## src/pmr_pkg.sv

```systemverilog
// package: constants, states and carrier types of the power mode and reset controller
`default_nettype none
package pmr_pkg;

  // clock rate and reset pin timing
  localparam int unsigned CLK_PERIOD_NS     = 100;
  localparam int unsigned RST_GLITCH_NS     = 20;
  localparam int unsigned RST_MIN_PULSE_NS  = 50;
  localparam int unsigned RST_GLITCH_CYC_RAW = (RST_GLITCH_NS + CLK_PERIOD_NS - 1) / CLK_PERIOD_NS;
  localparam int unsigned RST_PULSE_CYC_RAW  = RST_MIN_PULSE_NS / CLK_PERIOD_NS;
  localparam int unsigned RST_GLITCH_CYC    = (RST_GLITCH_CYC_RAW < 1) ? 1 : RST_GLITCH_CYC_RAW;
  localparam int unsigned RST_PULSE_CYC     = (RST_PULSE_CYC_RAW < 1) ? 1 : RST_PULSE_CYC_RAW;
  // a low level is accepted once it outlasts the glitch window, and never later than the shortest valid pulse
  localparam int unsigned RST_ACCEPT_CYC    = (RST_GLITCH_CYC < RST_PULSE_CYC) ? RST_GLITCH_CYC : RST_PULSE_CYC;
  localparam int unsigned RST_CNT_W         = 4;

  // widths
  localparam int unsigned ADDR_W      = 8;
  localparam int unsigned DATA_W      = 32;
  localparam int unsigned START_PINS  = 6;
  localparam int unsigned BOD_LEVELS  = 4;
  localparam int unsigned BOD_SEL_W   = 2;
  localparam int unsigned RST_SRCS    = 5;

  // register byte offsets
  localparam logic [ADDR_W-1:0] OFS_PWR_CTRL    = 8'h00;
  localparam logic [ADDR_W-1:0] OFS_START_EN    = 8'h04;
  localparam logic [ADDR_W-1:0] OFS_START_RISE  = 8'h08;
  localparam logic [ADDR_W-1:0] OFS_START_FLAG  = 8'h0C;
  localparam logic [ADDR_W-1:0] OFS_BOD_CTRL    = 8'h10;
  localparam logic [ADDR_W-1:0] OFS_STATUS      = 8'h14;
  localparam logic [ADDR_W-1:0] OFS_RST_SRC     = 8'h18;

  // field positions
  localparam int unsigned PWR_DEEP_SEL_BIT   = 0;
  localparam int unsigned PWR_WDOSC_KEEP_BIT = 1;
  localparam int unsigned PWR_BOD_KEEP_BIT   = 2;
  localparam int unsigned BOD_INT_LSB        = 0;
  localparam int unsigned BOD_RST_LSB        = 2;
  localparam int unsigned BOD_RST_EN_BIT     = 4;
  localparam int unsigned ST_BOD_BIT         = 0;
  localparam int unsigned ST_PROT_LSB        = 1;
  localparam int unsigned ST_SWD_LOCK_BIT    = 3;
  localparam int unsigned ST_PWR_LSB         = 4;
  localparam int unsigned SRC_PIN_BIT        = 0;
  localparam int unsigned SRC_WDT_BIT        = 1;
  localparam int unsigned SRC_POR_BIT        = 2;
  localparam int unsigned SRC_BOD_BIT        = 3;
  localparam int unsigned SRC_SW_BIT         = 4;

  // reset values
  localparam logic [DATA_W-1:0] BOOT_ADDRESS  = 32'h0000_0000;
  localparam logic [DATA_W-1:0] RDATA_IDLE    = 32'h0000_0000;

  // reset sequence, gray along hold -> flash init -> run
  typedef enum logic [1:0] {
    SEQ_HOLD  = 2'h0,
    SEQ_FLASH = 2'h1,
    SEQ_RUN   = 2'h3
  } pmr_seq_type;

  // power mode, gray along run -> sleep -> deep sleep
  typedef enum logic [1:0] {
    PWR_RUN   = 2'h0,
    PWR_SLEEP = 2'h1,
    PWR_DEEP  = 2'h3
  } pmr_pwr_type;

  typedef enum logic [1:0] {
    PROT_NONE  = 2'h0,
    PROT_ONE   = 2'h1,
    PROT_TWO   = 2'h2,
    PROT_THREE = 2'h3
  } pmr_prot_type;

  typedef struct packed {
    logic cpu_halt;
    logic core_clk_en;
    logic internal_rc_oscillator_en;
    logic analog_pd;
    logic wdosc_pd;
    logic brownout_detector_pd;
  } pmr_power_type;

  typedef struct packed {
    logic debug_en;
    logic swd_pins_en;
    logic sector0_lock;
    logic erase_only;
    logic in_application_programming_en;
  } pmr_guard_type;

endpackage
`default_nettype wire

```

## src/pmr_ctrl.sv

```systemverilog
// module: power modes, start logic, reset combining, brownout and code read protection
//
// The strobed register port and the register addresses were decided locally.
`default_nettype none
module pmr_ctrl #(
  parameter logic [31:0] PROT_ONE_WORD   = 32'h1111_1111,  // arbitrary pattern
  parameter logic [31:0] PROT_TWO_WORD   = 32'h2222_2222,  // arbitrary pattern
  parameter logic [31:0] PROT_THREE_WORD = 32'h3333_3333,  // arbitrary pattern
  parameter bit          SHARED_SPI_SWD  = 1'b1
) (
  input  wire logic                                clock,
  input  wire logic                                reset,
  input  wire logic [pmr_pkg::ADDR_W-1:0]          reg_addr,
  input  wire logic [pmr_pkg::DATA_W-1:0]          reg_wdata,
  input  wire logic                                reg_write,
  input  wire logic                                reg_read,
  output var  logic [pmr_pkg::DATA_W-1:0]          reg_rdata_ff,
  input  wire logic                                ext_reset_n,
  input  wire logic                                watchdog_timer_reset,
  input  wire logic                                power_on_reset,
  input  wire logic                                supply_usable,
  input  wire logic [pmr_pkg::BOD_LEVELS-1:0]      supply_below_int,
  input  wire logic [pmr_pkg::BOD_LEVELS-1:0]      supply_below_rst,
  input  wire logic                                sw_reset_req,
  input  wire logic                                flash_init_done,
  input  wire logic [pmr_pkg::DATA_W-1:0]          flash_protect_word,
  input  wire logic                                irc_ready,
  input  wire logic                                cpu_sleep_req,
  input  wire logic                                periph_irq_any,
  input  wire logic [pmr_pkg::START_PINS-1:0]      start_pins,
  input  wire logic                                spi_enabled,
  output var  logic                                chip_reset_ff,
  output var  logic                                flash_init_start_ff,
  output var  logic [pmr_pkg::DATA_W-1:0]          boot_address_ff,
  output var  pmr_pkg::pmr_power_type              power_ff,
  output var  pmr_pkg::pmr_guard_type              guard_ff,
  output var  logic [pmr_pkg::START_PINS-1:0]      start_irq_ff,
  output var  logic                                brownout_irq_ff
);
  import pmr_pkg::*;

  localparam logic [RST_CNT_W-1:0] RST_ACCEPT_CNT = RST_CNT_W'(RST_ACCEPT_CYC);
  localparam logic [RST_CNT_W-1:0] RST_CNT_MAX    = '1;

  logic [RST_CNT_W-1:0]  rst_low_cnt_ff;
  logic [RST_CNT_W-1:0]  nxt_rst_low_cnt;
  logic                  pin_rst_ff;
  pmr_seq_type           seq_ff;
  pmr_seq_type           nxt_seq;
  pmr_pwr_type           pwr_ff;
  pmr_pwr_type           nxt_pwr;
  pmr_prot_type          prot_ff;
  logic [2:0]            pwr_ctrl_ff;
  logic [START_PINS-1:0] start_en_ff;
  logic [START_PINS-1:0] start_rise_ff;
  logic [START_PINS-1:0] start_flag_ff;
  logic [START_PINS-1:0] start_sync1_ff;
  logic [START_PINS-1:0] start_sync2_ff;
  logic [START_PINS-1:0] start_prev_ff;
  logic [START_PINS-1:0] start_event;
  logic [4:0]            bod_ctrl_ff;
  logic [RST_SRCS-1:0]   rst_src_ff;
  logic [RST_SRCS-1:0]   rst_req;
  logic                  cfg_clear;
  logic                  bod_rst;
  logic                  spi_lock;
  logic                  wake_deep;
  logic                  wr_pwr_ctrl;
  logic                  wr_start_en;
  logic                  wr_start_rise;
  logic                  wr_start_flag;
  logic                  wr_bod_ctrl;
  logic                  wr_rst_src;
  logic [DATA_W-1:0]     rd_mux;

  //////////////////////////////////////////////////////////////////////////////
  // register decode

  // config returns to defined values while the chip reset holds
  assign cfg_clear     = reset || chip_reset_ff;
  assign wr_pwr_ctrl   = reg_write && (reg_addr == OFS_PWR_CTRL);
  assign wr_start_en   = reg_write && (reg_addr == OFS_START_EN);
  assign wr_start_rise = reg_write && (reg_addr == OFS_START_RISE);
  assign wr_start_flag = reg_write && (reg_addr == OFS_START_FLAG);
  assign wr_bod_ctrl   = reg_write && (reg_addr == OFS_BOD_CTRL);
  assign wr_rst_src    = reg_write && (reg_addr == OFS_RST_SRC);

  // power control bits: deep select, keep watchdog oscillator, keep brownout detector
  always_ff @(posedge clock) begin
    if (cfg_clear) begin
      pwr_ctrl_ff <= '0;
    end else if (wr_pwr_ctrl) begin
      pwr_ctrl_ff <= reg_wdata[2:0];
    end
  end

  // start logic enables and edge polarity, written by software before use
  always_ff @(posedge clock) begin
    if (cfg_clear) begin
      start_en_ff   <= '0;
      start_rise_ff <= '0;
    end else begin
      if (wr_start_en) begin
        start_en_ff <= reg_wdata[START_PINS-1:0];
      end
      if (wr_start_rise) begin
        start_rise_ff <= reg_wdata[START_PINS-1:0];
      end
    end
  end

  // brownout interrupt level, reset level and reset enable
  always_ff @(posedge clock) begin
    if (cfg_clear) begin
      bod_ctrl_ff <= '0;
    end else if (wr_bod_ctrl) begin
      bod_ctrl_ff <= reg_wdata[4:0];
    end
  end

  // read mux, unmapped offsets read zero
  always_comb begin
    rd_mux = RDATA_IDLE;
    unique case (reg_addr)
      OFS_PWR_CTRL:   rd_mux[2:0]            = pwr_ctrl_ff;
      OFS_START_EN:   rd_mux[START_PINS-1:0] = start_en_ff;
      OFS_START_RISE: rd_mux[START_PINS-1:0] = start_rise_ff;
      OFS_START_FLAG: rd_mux[START_PINS-1:0] = start_flag_ff;
      OFS_BOD_CTRL:   rd_mux[4:0]            = bod_ctrl_ff;
      OFS_STATUS: begin
        rd_mux[ST_BOD_BIT]                = brownout_irq_ff;
        rd_mux[ST_PROT_LSB +: 2]          = prot_ff;
        rd_mux[ST_SWD_LOCK_BIT]           = spi_lock;
        rd_mux[ST_PWR_LSB +: 2]           = pwr_ff;
      end
      OFS_RST_SRC:    rd_mux[RST_SRCS-1:0]   = rst_src_ff;
      default:        rd_mux                 = RDATA_IDLE;
    endcase
  end

  // read data stands only in the cycle after the strobe
  always_ff @(posedge clock) begin
    if (reset) begin
      reg_rdata_ff <= RDATA_IDLE;
    end else begin
      reg_rdata_ff <= reg_read ? rd_mux : RDATA_IDLE;
    end
  end

  //////////////////////////////////////////////////////////////////////////////
  // reset pin filter

  // a low level must persist a whole accept window; shorter lows never reach the combiner
  always_comb begin
    if (ext_reset_n) begin
      nxt_rst_low_cnt = '0;
    end else if (rst_low_cnt_ff == RST_CNT_MAX) begin
      nxt_rst_low_cnt = rst_low_cnt_ff;
    end else begin
      nxt_rst_low_cnt = rst_low_cnt_ff + RST_CNT_W'(1);
    end
  end

  always_ff @(posedge clock) begin
    if (reset) begin
      rst_low_cnt_ff <= '0;
      pin_rst_ff     <= 1'b0;
    end else begin
      rst_low_cnt_ff <= nxt_rst_low_cnt;
      pin_rst_ff     <= (nxt_rst_low_cnt >= RST_ACCEPT_CNT);
    end
  end

  //////////////////////////////////////////////////////////////////////////////
  // reset combining and release sequence

  assign bod_rst = bod_ctrl_ff[BOD_RST_EN_BIT]
                   && supply_below_rst[bod_ctrl_ff[BOD_RST_LSB +: BOD_SEL_W]];

  // software request only counts while the release sequence is in run, sleep modes included
  always_comb begin
    rst_req              = '0;
    rst_req[SRC_PIN_BIT] = pin_rst_ff;
    rst_req[SRC_WDT_BIT] = watchdog_timer_reset;
    rst_req[SRC_POR_BIT] = power_on_reset;
    rst_req[SRC_BOD_BIT] = bod_rst;
    rst_req[SRC_SW_BIT]  = sw_reset_req && (seq_ff == SEQ_RUN);
  end

  // hold until sources clear and supply is usable, then flash init, then run
  always_comb begin
    nxt_seq = seq_ff;
    unique case (seq_ff)
      SEQ_HOLD: begin
        if (!(|rst_req) && supply_usable) begin
          nxt_seq = SEQ_FLASH;
        end
      end
      SEQ_FLASH: begin
        if (|rst_req) begin
          nxt_seq = SEQ_HOLD;
        end else if (flash_init_done) begin
          nxt_seq = SEQ_RUN;
        end
      end
      SEQ_RUN: begin
        if (|rst_req) begin
          nxt_seq = SEQ_HOLD;
        end
      end
      default: nxt_seq = SEQ_HOLD;
    endcase
  end

  always_ff @(posedge clock) begin
    if (reset) begin
      seq_ff              <= SEQ_HOLD;
      chip_reset_ff       <= 1'b1;
      flash_init_start_ff <= 1'b0;
      boot_address_ff     <= BOOT_ADDRESS;
    end else begin
      seq_ff              <= nxt_seq;
      chip_reset_ff       <= (nxt_seq != SEQ_RUN);
      flash_init_start_ff <= (seq_ff == SEQ_HOLD) && (nxt_seq == SEQ_FLASH);
      boot_address_ff     <= BOOT_ADDRESS;
    end
  end

  // sticky source record, survives chip reset; a new event beats a clear
  always_ff @(posedge clock) begin
    if (reset) begin
      rst_src_ff <= '0;
    end else begin
      rst_src_ff <= (wr_rst_src ? (rst_src_ff & ~reg_wdata[RST_SRCS-1:0]) : rst_src_ff) | rst_req;
    end
  end

  //////////////////////////////////////////////////////////////////////////////
  // start logic

  // per pin: two stage synchroniser, edge detect, sticky flag, own irq line
  for (genvar i = 0; i < START_PINS; i++) begin : g_start
    always_ff @(posedge clock) begin
      if (reset) begin
        start_sync1_ff[i] <= 1'b0;
        start_sync2_ff[i] <= 1'b0;
        start_prev_ff[i]  <= 1'b0;
      end else begin
        start_sync1_ff[i] <= start_pins[i];
        start_sync2_ff[i] <= start_sync1_ff[i];
        start_prev_ff[i]  <= start_sync2_ff[i];
      end
    end

    assign start_event[i] = start_en_ff[i]
                            && (start_rise_ff[i] ? (start_sync2_ff[i] && !start_prev_ff[i])
                                                 : (!start_sync2_ff[i] && start_prev_ff[i]));

    // set wins over a write-one clear in the same cycle
    always_ff @(posedge clock) begin
      if (cfg_clear) begin
        start_flag_ff[i] <= 1'b0;
        start_irq_ff[i]  <= 1'b0;
      end else begin
        start_flag_ff[i] <= (start_flag_ff[i] && !(wr_start_flag && reg_wdata[i])) || start_event[i];
        start_irq_ff[i]  <= start_flag_ff[i] && start_en_ff[i];
      end
    end
  end

  // wake detection runs on this block's always-on clock, not the gated core clock
  assign wake_deep = |(start_flag_ff & start_en_ff);

  //////////////////////////////////////////////////////////////////////////////
  // brownout interrupt

  // level follows the comparator; also readable in status for polling
  always_ff @(posedge clock) begin
    if (cfg_clear) begin
      brownout_irq_ff <= 1'b0;
    end else begin
      brownout_irq_ff <= supply_below_int[bod_ctrl_ff[BOD_INT_LSB +: BOD_SEL_W]];
    end
  end

  //////////////////////////////////////////////////////////////////////////////
  // power modes

  always_comb begin
    nxt_pwr = pwr_ff;
    unique case (pwr_ff)
      PWR_RUN: begin
        if (cpu_sleep_req) begin
          nxt_pwr = pwr_ctrl_ff[PWR_DEEP_SEL_BIT] ? PWR_DEEP : PWR_SLEEP;
        end
      end
      PWR_SLEEP: begin
        if (periph_irq_any || (|start_irq_ff) || brownout_irq_ff) begin
          nxt_pwr = PWR_RUN;
        end
      end
      PWR_DEEP: begin
        if (wake_deep) begin
          nxt_pwr = PWR_RUN;
        end
      end
      default: nxt_pwr = PWR_RUN;
    endcase
  end

  always_ff @(posedge clock) begin
    if (cfg_clear) begin
      pwr_ff <= PWR_RUN;
    end else begin
      pwr_ff <= nxt_pwr;
    end
  end

  // controls are registered so the rc enable and clock gate never glitch;
  // core clock waits for a settled rc oscillator, which software should select before deep sleep
  always_ff @(posedge clock) begin
    if (reset) begin
      power_ff <= '0;
    end else begin
      power_ff.cpu_halt                  <= chip_reset_ff || (pwr_ff != PWR_RUN);
      power_ff.core_clk_en               <= (pwr_ff != PWR_DEEP) && irc_ready;
      power_ff.internal_rc_oscillator_en <= chip_reset_ff ? supply_usable
                                                          : (pwr_ff != PWR_DEEP);
      power_ff.analog_pd                 <= (pwr_ff == PWR_DEEP);
      power_ff.wdosc_pd                  <= (pwr_ff == PWR_DEEP) && !pwr_ctrl_ff[PWR_WDOSC_KEEP_BIT];
      power_ff.brownout_detector_pd      <= (pwr_ff == PWR_DEEP) && !pwr_ctrl_ff[PWR_BOD_KEEP_BIT];
    end
  end

  //////////////////////////////////////////////////////////////////////////////
  // code read protection and debug access

  assign spi_lock = SHARED_SPI_SWD && spi_enabled;

  // level is latched when flash init completes; reset loads fully locked, a chip reset keeps the last level until then
  always_ff @(posedge clock) begin
    if (reset) begin
      prot_ff <= PROT_THREE;
    end else if ((seq_ff == SEQ_FLASH) && flash_init_done) begin
      if (flash_protect_word == PROT_THREE_WORD) begin
        prot_ff <= PROT_THREE;
      end else if (flash_protect_word == PROT_TWO_WORD) begin
        prot_ff <= PROT_TWO;
      end else if (flash_protect_word == PROT_ONE_WORD) begin
        prot_ff <= PROT_ONE;
      end else begin
        prot_ff <= PROT_NONE;
      end
    end
  end

  always_ff @(posedge clock) begin
    if (reset) begin
      guard_ff <= '0;
    end else begin
      guard_ff.debug_en                      <= (prot_ff == PROT_NONE) && !spi_lock;
      guard_ff.swd_pins_en                   <= (prot_ff != PROT_THREE) && !spi_lock;
      guard_ff.sector0_lock                  <= (prot_ff == PROT_ONE);
      guard_ff.erase_only                    <= (prot_ff == PROT_TWO);
      guard_ff.in_application_programming_en <= 1'b1;
    end
  end

endmodule
`default_nettype wire

```

## config.mk

```make
export PLATFORM = sky130hd
export DESIGN_NAME = pmr_ctrl
export DESIGN_NICKNAME = d
export VERILOG_FILES = /design/src/pmr_pkg.sv /design/src/pmr_ctrl.sv
export SDC_FILE = /design/constraint.sdc
export NUM_CORES = 1
export LEC_CHECK = 0
export BUFFER_PORTS_ARGS = -buffer_cell sky130_fd_sc_hd__buf_2
export CAP_MARGIN = 20
export CORE_ASPECT_RATIO = 0.5
export CORE_UTILIZATION = 42
export DETAILED_ROUTE_END_ITERATION = 6
export PLACE_DENSITY_LB_ADDON = 0.05
export SYNTH_ARGS = -nofsm -noshare
export SYNTH_HDL_FRONTEND = slang
export SYNTH_SLANG_ARGS = --single-unit
```

## constraint.sdc

```tcl
create_clock -name clock -period 1.4 [get_ports clock]
set_input_delay 0.14 -clock clock [delete_from_list [all_inputs] [get_ports clock]]
set_output_delay 0.14 -clock clock [all_outputs]
set_load 0.05 [all_outputs]
```

==> impl_metrics.ini, run 1 <==
[cts]
htreeDepth = 3
root_buffer = clkbuf_16
cts_buffers = 9
worst_skew_pair.late_latency_ps = 340
clkTransAtPathRegs_ps = 60
tritoncts = done
cts_buffer_depth = 2
cts_sinks = 86

[synthesis]
synth.area.top_cells = dfxtp_1 (44%), buf_4 (11%), mux2i_1 (6.1%)
synth-adder-area-share_pct = 0.3188
yosys.area_share.xor_xnor_pct = 0.2231
ys_async_sr_fraction_pct = 0
ys_warn_count = 0
synth_mux_area_share_pct = 9.946
syn_area_per_cell_sq_um = 9.279
synth_area_sq_um = 3925
synth_top_family_by_area = simple AND/OR/NAND/NOR gates
ys_seq_area_share_pct = 43.86
yosysTopAreaCell = dfxtp_1
synthCells = 423
netlist.area_leader.share_pct = 43.86
synth-compound-area-share_pct = 10.07
synth_cell_types = 48
ys_seq_elements = 86
synth_common_cells = dfxtp_1 (86), buf_4 (59), nor2_1 (51)
synth_edf_count = 0
synth_simple_gate_area_share_pct = 22.19
yosysMostFrequentCell = dfxtp_1
synth_ff_type = dfxtp_1

[grt]
grt_max_degree = 30
use_met2_pct = 31.19
grt_usage_pct = 20.26
grt_overflow = 0
grt_pass1_vias = 2922
top_usage_layer = met2
grt_util_met1_pct = 27.33
antenna_found_initial = 0
grt_use_met3_pct = 5.624
grt_pass1_wl_um = 14970

[cells_and_area]
n_fill_cell = 878
nets = 647
regArea_sq_um = 1724
multi_input_area_sq_um = 1898
synthToLayoutAreaGrowth_pct = 22.03
finish.utilization_pct = 53.89
diodes = 0
drive_gt1_share_pct = 28.86
design_area_sq_um = 4790

[sta]
finalWorstSetupSlack_ps = 50.94
fmax_mhz = 741.3
slew_headroom_pct = 59.83
period_share_pct = 96.36
setup_viol = 0
worst_pin_slew_ps = 602.5
finalHoldViolations = 0
fin_skew_ps = 5.629
rsz0062_at_grt = no
fin_tns_setup_ps = 0
slew_viol_final = 0
fin_crit_ps = 1349

[power]
p_per_area_nw_per_um2 = 1165
vdd_drop_max_mv = 0.5049
p_leak_nw = 2.203

[floorplan]
die_y_um = 70.36
initial_utilization_pct = 44.16
chipWidth_um = 138.7
io_pins = 184
die-area_sq_um = 9759
rows = 24
core_area_sq_um = 8889

[job]
maxCapViolCount = 0

[place]
pre_cts_ws_ps = -50.03
dpl_cell_area_sq_um = 4482
dp_hpwl_um = 7117
place.gp.congestion = 0.8172
portBuffers = 99

[routing]
drc = 10
drt_iter0_drc = 179
dr.pass1.iters = 7
vias = 3222
routed_wl_um = 9387
antenna_left = 0
viasPerCell = 4.823
avgRoutedWirePerCell_um = 14.05

[setup_path]
critPathLaunchType = register
slowest_stage = mux4_2
cpPeakStageDelay_ps = 500
critPathKind = register to register
worstPathMaxFanout = 3
critPathArrivalTime_ps = 1580
end_kind = register
crit_required_ps = 1630
crit_chain = mux4_2, nand2_2, nand3_2, or2_1

[outcome]
violations = DRC
status = complete, but fails checks

[min_path]
hold_class = input port to register
-- cells by family after synthesis --
| kind of cell | count (synthesis) |
|---|---|
| flops | 86 |
| mux | 34 |
| xor+xnor | 1 |
| compound gates | 64 |
| buf+inv | 77 |
| simple gates | 159 |
| fa+ha+maj | 1 |
| other cells | 1 |
-- power breakdown --
group          internal (mW)  total, mW  switching, mW
Clock                   1.43       2.35          0.922
Sequential              2.49       2.51         0.0218
Combinational          0.176      0.717          0.541
-- placed cells by master (no fill, tap or decap), types with 3 or more instances in the layout --
cell type and n:
a221oi_1 4, mux2_2 7, dfxtp_1 84, a211oi_1 3, o21ai_0 19, nand3_1 9, clkbuf_16 9, nor3b_1 8
nand4_1 6, and3_1 6, nand2_1 18, a21oi_1 18, or4_1 6, nor4_1 6, buf_4 27, nor2_1 51
conb_1 58, clkbuf_1 3, o21a_1 3, a22oi_1 6, mux2i_1 24, inv_1 5, a311oi_1 4, buf_2 99
nor2b_1 24, nor3_1 9
-- final timing paths --
| kind | start | endpoint | depth (start not counted) | slack (ps) |
|---|---|---|---|---|
| worst max-delay path | bod_ctrl_ff[2] | chip_reset_ff | 4 | 50 |
| worst min-delay path | start_pins[1] | start_sync1_ff[1] | 2 | 10 |
| worst max register to register | bod_ctrl_ff[2] | chip_reset_ff | 4 | 50 |
| worst min register to register | start_sync1_ff[0] | start_sync2_ff[0] | 1 | 440 |
-- per-stage QoR --
| stage | total power [mW] | hold WS, ps | instances |
|---|---|---|---|
| 2_1_floorplan | 3.200 | 212.1 | 480 |
| 3_3_place_gp | 3.274 | 350.1 | 651 |
| 3_5_place_dp | 3.276 | 353.6 | 651 |
| 4_1_cts | 5.638 | 4.630 | 668 |
| 5_1_grt | 5.776 | 15.20 | 668 |
| 6_report | 5.582 | 10.48 | 668 |
-- layout make-up --
class                      instances  share of cell area [%]
clock inverter                     3                  0.9143
tap                              117                   3.056
inverter                           5                  0.3918
timing repair buffer             127                   14.79
clock buffer                      13                   5.225
sequential                        86                   36.00
multi-input combinational        317                   39.63
-- critical path, delay by kind of cell, from the launching register on --
family	cells	cell delay [ps]
multiplexers	1	500
AND/OR/NAND/NOR	3	410
flip-flops	1	340
-- registers in the layout, summed over array words and instances (netlist names), 6 cells and up --
register / cells
power_ff: 6
reg_rdata_ff: 6
start_en_ff: 6
start_flag_ff: 6
start_irq_ff: 6
start_prev_ff: 6
start_rise_ff: 6
start_sync1_ff: 6
start_sync2_ff: 6
-- layer usage --
metal / vias to the layer above / routed length [um]
met5: - / 0
met4: 0 / 110
met3: 9 / 675
met2: 103 / 4101
met1: 1496 / 4500
li1: 1614 / -
-- what timing repair did --
action / CTS / global route
setup endpoints to repair: 3 / 3
hold endpoints to repair: 1 / 0
gates resized for setup: 2 / 0
hold buffers: 1 / 0
buffers inserted: 0 / 0
pin swaps: 0 / 2
No activity file was read; power rests on OpenSTA's default activity.
==> run 2: changes to the inputs <==
--- a/config.mk
+++ b/config.mk
@@ -7,10 +7,11 @@
 export LEC_CHECK = 0
 export BUFFER_PORTS_ARGS = -buffer_cell sky130_fd_sc_hd__buf_2
 export CAP_MARGIN = 20
-export CORE_ASPECT_RATIO = 0.5
+export CORE_ASPECT_RATIO = 0.75
 export CORE_UTILIZATION = 42
 export DETAILED_ROUTE_END_ITERATION = 6
 export PLACE_DENSITY_LB_ADDON = 0.05
+export SKIP_CTS_REPAIR_TIMING = 1
 export SYNTH_ARGS = -nofsm -noshare
 export SYNTH_HDL_FRONTEND = slang
 export SYNTH_SLANG_ARGS = --single-unit
==> impl_metrics.ini, run 2 (synthesized netlist as in run 1, its figures left out) <==
[cells_and_area]
layout.cells.most_common = buf_2
final_cell_mix = buf_2 (99), dfxtp_1 (84), conb_1 (58)
finish.utilization_pct = 53.11
nets = 645
synthToLayoutAreaGrowth_pct = 22.41
design_area_sq_um = 4805
drive_gt1_share_pct = 29.20
post_layout_nonfiller_instances = 676
diodes = 0

[grt]
grt_pass1_wl_um = 14390
grt_overflow = 0
grt_usage_pct = 19.66
grt_pass1_vias = 2895
antenna_found_initial = 0
grt_max_degree = 30

[floorplan]
die_y_um = 85.72
rows = 30
initial_utilization_pct = 43.39
core_area_sq_um = 9046
die-area_sq_um = 9740
chipWidth_um = 113.6
io_pins = 184

[routing]
drt_iter0_drc = 203
dr.pass1.iters = 4
avgRoutedWirePerCell_um = 13.80
drc = 0
viasPerCell = 4.775
vias = 3228
antenna_left = 0
routed_wl_um = 9328

[setup_path]
worstPathMaxFanout = 5
critPathKind = register to register
end_kind = register
critical_path.startpoint = start_en_ff[1]
cp-endpoint = pwr_ff[0]
critPathArrivalTime_ps = 1650
r2r_setup_slack_ps = 20
critPathLaunchType = register
rr_worst_depth = 4
reg2reg_to = pwr_ff[0]
r2r_start = start_en_ff[1]
crit_required_ps = 1670

[cts]
cts_buffers = 9
htreeDepth = 3
worst_skew_pair.late_latency_ps = 340
root_buffer = clkbuf_16
tritoncts = done
cts_buffer_depth = 2
cts_sinks = 86
clkTransAtPathRegs_ps = 60

[power]
vdd_drop_max_mv = 0.5736
p_leak_nw = 2.198
p_per_area_nw_per_um2 = 1159

[min_path]
hold_depth = 2
hold_class = input port to register

[place]
dpl_cell_area_sq_um = 4481
portBuffers = 99
place_inst = 660
place.gp.congestion = 0.8662
dp_hpwl_um = 7254

[sta]
setup_viol = 0
worst_pin_slew_ps = 601.7
slew_headroom_pct = 59.89
slew_viol_final = 0
rsz0062_at_grt = yes
fin_skew_ps = 3.101
period_share_pct = 98.60
fin_crit_ps = 1380
finalHoldViolations = 0
fmax_mhz = 724.4
fin_tns_setup_ps = 0

[job]
maxCapViolCount = 0

[outcome]
status = finished clean
-- run 2: critical path: stages, from the launching register on --
cell	delay, ps
dfxtp_1	350
a222oi_1	540
nand4b_1	210
o21a_1	150
nor2_1	70
-- run 2: where the power goes --
part           switching, mW  internal [mW]  total (mW)
combinational          0.541          0.177       0.719
clock                  0.929           1.41        2.34
sequential            0.0198           2.49        2.51
-- run 2: layout make-up --
| type | instances | area (sq um) |
|---|---|---|
| Clock buffer | 11 | 242.7 |
| Clock inverter | 4 | 47.55 |
| Fill cell | 887 | 4242 |
| Inverter | 5 | 18.77 |
| Multi-Input combinational cell | 317 | 1918 |
| Sequential cell | 86 | 1724 |
| Tap cell | 128 | 160.2 |
| Timing Repair Buffer | 125 | 693.2 |
-- run 2: worst min path at each step --
stage,slack [ps],start,end
after floorplan,210,ext_reset_n,pin_rst_ff
after global placement,340,spi_enabled,guard_ff[4]
after detailed placement,350,spi_enabled,guard_ff[3]
after CTS,-10,spi_enabled,guard_ff[3]
after global routing,10,start_pins[2],start_sync1_ff[2]
final,10,start_pins[2],start_sync1_ff[2]
-- run 2: layer usage --
| metal | GRT usage (%) | part of all wire [%] | vias to the layer above |
|---|---|---|---|
| met5 | 0 | 0 | - |
| met2 | 28.82 | 44 | 86 |
| met4 | 6.938 | 1.5 | 0 |
| met1 | 27.51 | 50 | 1514 |
| li1 | - | - | 1616 |
| met3 | 5.654 | 4.8 | 12 |
-- run 2: metrics by stage --
step	hold slack, ps	power, mW	setup slack [ps]
2_1_floorplan	212.1	3.200	34.07
5_1_grt	10.14	5.759	2.247
4_1_cts	-12.67	5.607	-27.06
6_report	9.555	5.570	19.56
3_5_place_dp	345.8	3.275	-37.54
3_3_place_gp	344.8	3.268	-8.843
